==> config.mk <==
export PLATFORM = sky130hd
export DESIGN_NAME = hub_config_source_select
export DESIGN_NICKNAME = d
export VERILOG_FILES = /design/src/hub_cfg_pkg.sv /design/src/test_chain_if.sv /design/src/xnor_chain.sv /design/src/hub_config_source_select.sv
export SDC_FILE = /design/constraint.sdc
export NUM_CORES = 1
export LEC_CHECK = 0
export ABC_AREA = 1
export BUFFER_PORTS_ARGS = -buffer_cell sky130_fd_sc_hd__buf_2
export CORE_MARGIN = 3
export CORE_UTILIZATION = 49
export DETAILED_ROUTE_END_ITERATION = 6
export PLACE_DENSITY = 0.79
export RECOVER_POWER = 100
export SYNTH_ARGS = -nofsm -noshare
export SYNTH_HDL_FRONTEND = slang
export SYNTH_SLANG_ARGS = --single-unit
export TNS_END_PERCENT = 20
==> constraint.sdc <==
create_clock -name core_clk_i -period 1.77 [get_ports core_clk_i]
set_clock_uncertainty 0.1 [all_clocks]
set_input_delay 0 -clock core_clk_i [delete_from_list [all_inputs] [get_ports core_clk_i]]
set_output_delay 0 -clock core_clk_i [all_outputs]
set_load 0.05 [all_outputs]
==> src/hub_cfg_pkg.sv <==
// Package for the hub configuration source selector.
// Assumes a single 200 MHz core clock domain.
package hub_cfg_pkg;
  // Core clock period in picoseconds
  localparam int unsigned CLK_PERIOD_PS    = 5000;
  // Least width of the external reset pulse, in ns
  localparam int unsigned RST_MIN_NS       = 100;
  // Cycles the reset must stay low, rounded up
  localparam int unsigned RST_MIN_CYCLES   = (RST_MIN_NS * 1000 + CLK_PERIOD_PS - 1) / CLK_PERIOD_PS;
  // Seven-bit slave address answered in download mode
  localparam logic [6:0]  SLAVE_ADDR       = 7'h2d;
  // Number of pins in the board test chain
  localparam int unsigned CHAIN_PINS       = 8;
  // Reset value of the latched selection
  localparam logic [1:0]  SEL_RESET        = 2'h0;

  // Configuration method chosen at reset release
  typedef enum logic [1:0] {
    METHOD_SMBUS,
    METHOD_DEFAULTS,
    METHOD_EEPROM
  } cfg_method_t;

  // Decode of the two select pins
  function automatic cfg_method_t decode_method(input logic hi, input logic lo);
    if (!hi) begin
      return METHOD_SMBUS;
    end else if (!lo) begin
      return METHOD_DEFAULTS;
    end
    return METHOD_EEPROM;
  endfunction
endpackage

==> src/test_chain_if.sv <==
// Interface carrying the board test chain between selector and chain module.
// Assumes both ends share the core clock.
`timescale 1ns/1ps
interface test_chain_if #(parameter int unsigned N = 8);
  logic [N-1:0] pins;
  logic         enable;
  logic         result;
  modport ctrl  (output pins, output enable, input result);
  modport chain (input pins, input enable, output result);
endinterface

==> src/xnor_chain.sv <==
// Exclusive-NOR chain over the signal pins for board testing.
// Assumes the pin vector is synchronous to the core clock.
`timescale 1ns/1ps
module xnor_chain
  import hub_cfg_pkg::*;
#(
  parameter int unsigned N = CHAIN_PINS
) (
  input  wire logic core_clk_i,
  input  wire logic reset_i,
  input  wire logic clk_en_i,
  test_chain_if.chain tc
);
  typedef struct packed {
    logic result;
  } chain_state_t;

  chain_state_t s_q;
  chain_state_t s_d;
  logic         acc;

  // Fold every pin through an XNOR stage, registered for a clean output
  always_comb begin
    acc = 1'b1;
    for (int i = 0; i < int'(N); i++) begin
      acc = ~(acc ^ tc.pins[i]);
    end
    s_d        = s_q;
    s_d.result = tc.enable ? acc : 1'b0;
  end

  always_ff @(posedge core_clk_i) begin
    if (reset_i) begin
      s_q <= '0;
    end else if (clk_en_i) begin
      s_q <= s_d;
    end
  end

  assign tc.result = s_q.result;
endmodule // xnor_chain

==> src/hub_config_source_select.sv <==
// Configuration source selector: latches the select pins at reset release.
// Assumes all pins are synchronous to core_clk_i; the pad ring does analog.
`timescale 1ns/1ps

// Behaviour
// - Upper select low at sampling picks SMBus slave download whatever the lower pin is.
// - In SMBus mode only the seven-bit address 0101101 is answered.
// - Upper high and lower low picks built-in defaults set by straps.
// - Both high picks EEPROM load and the lower pin is then only the serial clock.
// - Clock select low uses the crystal, high takes an external 24 MHz clock on the first pin.
// - Local power detect high means local supply, low means all power from upstream.
// - Both select pins are sampled on the rising edge ending reset.
module hub_config_source_select
  import hub_cfg_pkg::*;
(
  input  wire logic                  core_clk_i,
  input  wire logic                  reset_i,
  input  wire logic                  clk_en_i,
  input  wire logic                  ext_rst_n_i,
  input  wire logic                  config_method_sel_hi_i,
  input  wire logic                  config_method_sel_lo_i,
  input  wire logic                  ext_clock_source_sel_i,
  input  wire logic                  local_power_detect_i,
  input  wire logic [1:0]            test_mode_i,
  input  wire logic [CHAIN_PINS-1:0] chain_pins_i,
  input  wire logic                  addr_valid_i,
  input  wire logic [6:0]            addr_i,
  output logic                       method_valid_o,
  output logic [1:0]                 method_o,
  output logic                       smbus_mode_o,
  output logic                       defaults_mode_o,
  output logic                       eeprom_mode_o,
  output logic                       addr_match_o,
  output logic                       osc_bypass_o,
  output logic                       osc_drive_en_o,
  output logic                       self_powered_o,
  output logic                       reset_valid_o,
  output logic                       chain_out_o
);
  typedef struct packed {
    logic        rst_n_prev;
    logic        valid;
    cfg_method_t method;
    logic        match;
    logic        bypass;
    logic        local_power_detect;
    logic [7:0]  low_cnt;
    logic        rst_ok;
  } sel_state_t;

  sel_state_t s_q;
  sel_state_t s_d;
  logic       rise;

  test_chain_if #(.N(CHAIN_PINS)) tc ();

  // Test chain is on only when a test input is raised
  assign tc.pins   = chain_pins_i;
  assign tc.enable = |test_mode_i;

  xnor_chain #(.N(CHAIN_PINS)) u_chain (
    .core_clk_i (core_clk_i),
    .reset_i    (reset_i),
    .clk_en_i   (clk_en_i),
    .tc         (tc.chain)
  );

  // Rising edge of the external reset
  assign rise = ext_rst_n_i & ~s_q.rst_n_prev;

  // Next-state logic
  always_comb begin
    s_d            = s_q;
    s_d.rst_n_prev = ext_rst_n_i;
    if (!ext_rst_n_i) begin
      s_d.valid = 1'b0;
      if (s_q.low_cnt != 8'hff) begin
        s_d.low_cnt = s_q.low_cnt + 8'h01;
      end
    end
    if (rise) begin
      s_d.method  = decode_method(config_method_sel_hi_i, config_method_sel_lo_i);
      s_d.valid   = 1'b1;
      s_d.rst_ok  = 32'(s_q.low_cnt) >= RST_MIN_CYCLES;
      s_d.low_cnt = '0;
    end
    // Address compare only while serving as SMBus slave
    s_d.match    = addr_valid_i && s_q.valid && (s_q.method == METHOD_SMBUS)
                   && (addr_i == SLAVE_ADDR);
    s_d.bypass   = ext_clock_source_sel_i;
    s_d.local_power_detect = local_power_detect_i;
  end

  always_ff @(posedge core_clk_i) begin
    if (reset_i) begin
      s_q            <= '0;
      s_q.rst_n_prev <= 1'b1;
      s_q.method     <= cfg_method_t'(SEL_RESET);
    end else if (clk_en_i) begin
      s_q <= s_d;
    end
  end

  // Outputs from state
  assign method_valid_o  = s_q.valid;
  assign method_o        = s_q.method;
  assign smbus_mode_o    = s_q.valid && s_q.method == METHOD_SMBUS;
  assign defaults_mode_o = s_q.valid && s_q.method == METHOD_DEFAULTS;
  assign eeprom_mode_o   = s_q.valid && s_q.method == METHOD_EEPROM;
  assign addr_match_o    = s_q.match;
  assign osc_bypass_o    = s_q.bypass;
  assign osc_drive_en_o  = ~s_q.bypass;
  assign self_powered_o  = s_q.local_power_detect;
  assign reset_valid_o   = s_q.rst_ok;
  assign chain_out_o     = tc.result;
endmodule // hub_config_source_select

==> flow_results.xml <==
<?xml version="1.0" encoding="UTF-8"?>
<metrics>
  <group name="critical_path">
    <metric name="cp-start-kind" unit="">primary input</metric>
    <metric name="crit_fanout" unit="">8</metric>
    <metric name="crit_arrival" unit="ns">1.81</metric>
    <metric name="category_of_the_critical_setup_timing_path" unit="">in2reg</metric>
    <metric name="worst-endpoint-required" unit="ns">1.90</metric>
    <metric name="critPathCaptureType" unit="">flop</metric>
    <metric name="rrSetupSlack" unit="ns">0.1</metric>
  </group>
  <group name="final_layout">
    <metric name="layout.cell_area.non_filler" unit="um2">1420</metric>
    <metric name="areaGrowthSynthToFinish" unit="%">29.9</metric>
    <metric name="most_frequent_standard_cell_in_the_layout_excluding_fill_and_tap_cells" unit="">sky130_fd_sc_hd__nand2_1</metric>
    <metric name="share_of_layout_cells_above_drive_strength_1" unit="">0.210</metric>
    <metric name="count_of_antenna_diodes_in_the_layout" unit="">0</metric>
    <metric name="mostFrequentLayoutCells" unit="">sky130_fd_sc_hd__nand2_1 (47), sky130_fd_sc_hd__inv_1 (25), sky130_fd_sc_hd__buf_2 (25), sky130_fd_sc_hd__dfxtp_1 (17)</metric>
    <metric name="final_net_count" unit="">243</metric>
  </group>
  <group name="cts">
    <metric name="cts_buffer_depth" unit="">2</metric>
    <metric name="cts.repair_timing.setup_buffer_count" unit="">0</metric>
    <metric name="cts_made_buffers" unit="">3</metric>
    <metric name="cts_root_buffer" unit="">sky130_fd_sc_hd__clkbuf_4</metric>
    <metric name="worstSkewPairLatency" unit="ns">0.29</metric>
    <metric name="clock_tree_from_tritoncts" unit="">done</metric>
    <metric name="htreeDepth" unit="">1</metric>
    <metric name="clk_pin_slew_worst_paths" unit="ns">0.11</metric>
    <metric name="cts_sinks" unit="">17</metric>
  </group>
  <group name="placement">
    <metric name="finalWeightedCongestion" unit="">0.879</metric>
    <metric name="placed_cell_area" unit="um2">1290</metric>
    <metric name="placement.io_buffers" unit="">37</metric>
    <metric name="dpl.hpwl" unit="um">2020</metric>
    <metric name="dp_worst_setup_slack" unit="ns">0.213</metric>
  </group>
  <group name="min_path">
    <metric name="min-delay-path-class" unit="">in2reg</metric>
  </group>
  <group name="routing">
    <metric name="detailedRoute.firstPassIterationCount" unit="">4</metric>
    <metric name="drc_errors" unit="">0</metric>
    <metric name="detail_route.vias_per_cell" unit="">5.06</metric>
    <metric name="avgRoutedWirePerCell" unit="um">10.9</metric>
    <metric name="vias" unit="">1219</metric>
    <metric name="antenna_left" unit="">0</metric>
    <metric name="drt_iter0_markers" unit="">29</metric>
    <metric name="totalWireLength" unit="um">2630</metric>
  </group>
  <group name="logic_synthesis">
    <metric name="mappedNetlistArea" unit="um2">1090</metric>
    <metric name="synth_cell_types" unit="">27</metric>
    <metric name="ys.warnings.count" unit="">0</metric>
    <metric name="synth_sequential_area_ratio" unit="">0.312</metric>
    <metric name="synth_nets" unit="">194</metric>
    <metric name="netlist_instances" unit="">166</metric>
    <metric name="synth_area_per_cell" unit="um2">6.57</metric>
    <metric name="yosys_register_bits" unit="">17</metric>
  </group>
  <group name="grt">
    <metric name="grt_pass1_vias" unit="">1166</metric>
    <metric name="grt_max_degree" unit="">14</metric>
    <metric name="antenna_found_initial" unit="">0</metric>
    <metric name="tot_gr_track_use" unit="">0.217</metric>
    <metric name="residual_overflow_from_global_routing" unit="">0</metric>
    <metric name="global_route_wire_length_before_repair" unit="um">4560</metric>
  </group>
  <group name="die">
    <metric name="coreArea" unit="um2">2040</metric>
    <metric name="die_height" unit="um">53.2</metric>
    <metric name="start_util" unit="">0.534</metric>
    <metric name="rows" unit="">16</metric>
    <metric name="num_io_pins" unit="">38</metric>
    <metric name="die_area" unit="um2">2830</metric>
    <metric name="die_width" unit="um">53.2</metric>
  </group>
  <group name="power_and_ir_drop">
    <metric name="power.internal" unit="mW">0.549</metric>
    <metric name="power.clock.fraction" unit="">0.266</metric>
    <metric name="swShare" unit="">0.316</metric>
    <metric name="total_chip_power" unit="mW">0.803</metric>
    <metric name="irDropWorstVdd" unit="mV">0.300</metric>
    <metric name="power.leakage" unit="nW">0.667</metric>
    <metric name="switching_power" unit="mW">0.253</metric>
    <metric name="p_seq_frac" unit="">0.504</metric>
    <metric name="powerDensity" unit="nW/um2">567</metric>
    <metric name="p_comb_frac" unit="">0.230</metric>
  </group>
  <group name="timing">
    <metric name="final_worst_path_period_share" unit="">0.946</metric>
    <metric name="postLayoutSetupSlackWorst" unit="ns">0.0963</metric>
    <metric name="fmaxAchievable" unit="GHz">0.597</metric>
    <metric name="remaining_max_slew_budget_at_the_tightest_pin" unit="">0.599</metric>
    <metric name="slew_worst_pin" unit="ns">0.605</metric>
    <metric name="hold_slack" unit="ns">0.0771</metric>
    <metric name="setup_viol" unit="">0</metric>
    <metric name="final.setup.tns" unit="ns">0</metric>
    <metric name="layout_min_cycle_time" unit="ns">1.67</metric>
    <metric name="timing_max_transition_violations_final" unit="">0</metric>
    <metric name="timing.final.hold_violations" unit="">0</metric>
    <metric name="rsz0062_at_grt" unit="">false</metric>
  </group>
  <group name="flow_run">
    <metric name="drv_cap" unit="">0</metric>
  </group>
  <group name="run_status">
    <metric name="status" unit="">finished clean</metric>
  </group>
</metrics>
-- cell usage after synthesis --
master / instances / area, um2
sky130_fd_sc_hd__dfxtp_1: 17 / 340
sky130_fd_sc_hd__nand2_1: 46 / 173
sky130_fd_sc_hd__nor2_1: 13 / 48.8
sky130_fd_sc_hd__nand3_1: 8 / 40.0
sky130_fd_sc_hd__o21ai_0: 6 / 30.0
sky130_fd_sc_hd__buf_4: 3 / 22.5
sky130_fd_sc_hd__nor3_2: 1 / 10.0
sky130_fd_sc_hd__nand4_1: 5 / 31.3
sky130_fd_sc_hd__a21oi_1: 13 / 65.1
sky130_fd_sc_hd__a31oi_1: 1 / 6.26
sky130_fd_sc_hd__nand2_2: 3 / 18.8
sky130_fd_sc_hd__nand3b_1: 2 / 15.0
sky130_fd_sc_hd__inv_2: 3 / 11.3
sky130_fd_sc_hd__xnor2_1: 1 / 8.76
sky130_fd_sc_hd__nand2_4: 2 / 22.5
sky130_fd_sc_hd__ha_1: 2 / 25.0
sky130_fd_sc_hd__nor4b_1: 1 / 8.76
sky130_fd_sc_hd__clkbuf_1: 1 / 3.75
sky130_fd_sc_hd__inv_6: 1 / 8.76
sky130_fd_sc_hd__nor2_4: 1 / 11.3
sky130_fd_sc_hd__xor2_1: 2 / 17.5
sky130_fd_sc_hd__a21oi_4: 1 / 16.3
sky130_fd_sc_hd__nor3_1: 4 / 20.0
sky130_fd_sc_hd__nor3b_1: 1 / 7.51
sky130_fd_sc_hd__inv_1: 24 / 90.1
sky130_fd_sc_hd__a211oi_2: 2 / 25.0
sky130_fd_sc_hd__nor2_2: 2 / 12.5
-- layer usage --
metal | global-route usage | wire, um | up-vias
li1 | - | - | 619
met1 | 0.235 | 1100 | 552
met2 | 0.415 | 1320 | 44
met3 | 0.0394 | 187 | 4
met4 | 0.0723 | 21 | 0
met5 | 0 | 0 | -
-- critical path, cell delays in order --
cell and delay (ns):
sky130_fd_sc_hd__dlygate4sd3_1 0.52, sky130_fd_sc_hd__buf_2 0.15, sky130_fd_sc_hd__inv_1 0.17, sky130_fd_sc_hd__nor2_4 0.19
sky130_fd_sc_hd__nand3b_1 0.09, sky130_fd_sc_hd__dlygate4sd3_1 0.57, sky130_fd_sc_hd__a21oi_1 0.12
-- cells by family (layout without fill, tap and decap cells) --
kind of cell | count (synthesis) | after routing | synth area share
DFF | 17 | 17 | 0.312
and+or+nand+nor | 89 | 89 | 0.385
AOI/OAI and AO/OA | 23 | 23 | 0.131
buffers and inverters | 32 | 80 | 0.125
adders and majority gates | 2 | 2 | 0.0230
xor gates and xnor gates | 3 | 3 | 0.0241
-- worst paths after layout --
path           startpoint      endpoint  cells after the start
max              clk_en_i   method_o[0]                      7
min reg2reg  osc_bypass_o  osc_bypass_o                      2
min           ext_rst_n_i       s_q[15]                      3
max reg2reg       s_q[15]   method_o[0]                      6
-- flip-flops by register name, summed over array words and instances (netlist names) --
signal and count:
s_q 9, method_o 2, addr_match_o 1, method_valid_o 1
osc_bypass_o 1, reset_valid_o 1, self_powered_o 1, u_chain.tc.result 1
-- power groups by stage --
| stage | Clock [mW] | Combinational, mW | Sequential (mW) |
|---|---|---|---|
| global placement | 0 | 0.163 | 0.412 |
| detailed placement | 0 | 0.170 | 0.413 |
| floorplan | 0 | 0.0864 | 0.437 |
| global route | 0.235 | 0.206 | 0.406 |
| finish | 0.213 | 0.184 | 0.405 |
| CTS | 0.220 | 0.188 | 0.404 |
-- per-stage QoR --
step | utilization | instances
floorplan | - | 166
global placement | 0.633 | 226
detailed placement | 0.633 | 226
CTS | 0.702 | 241
global route | 0.693 | 241
finish | 0.693 | 241
-- timing repair --
item / in CTS / in global routing
endpoints found under the hold margin: 15 / 0
hold buffers: 11 / 0
gates resized for setup: 0 / 1
setup endpoints to repair: 0 / 1
-- final cells by class --
| type | instances | area [um2] |
|---|---|---|
| multi-input cells | 117 | 626 |
| clock inverters | 1 | 7.51 |
| well taps | 27 | 33.8 |
| clock buffers | 3 | 22.5 |
| flip-flops and latches | 17 | 340 |
| inverters | 28 | 105 |
| repair buffers | 48 | 280 |
| fillers | 192 | 627 |
(Power assumes the default switching activity.)
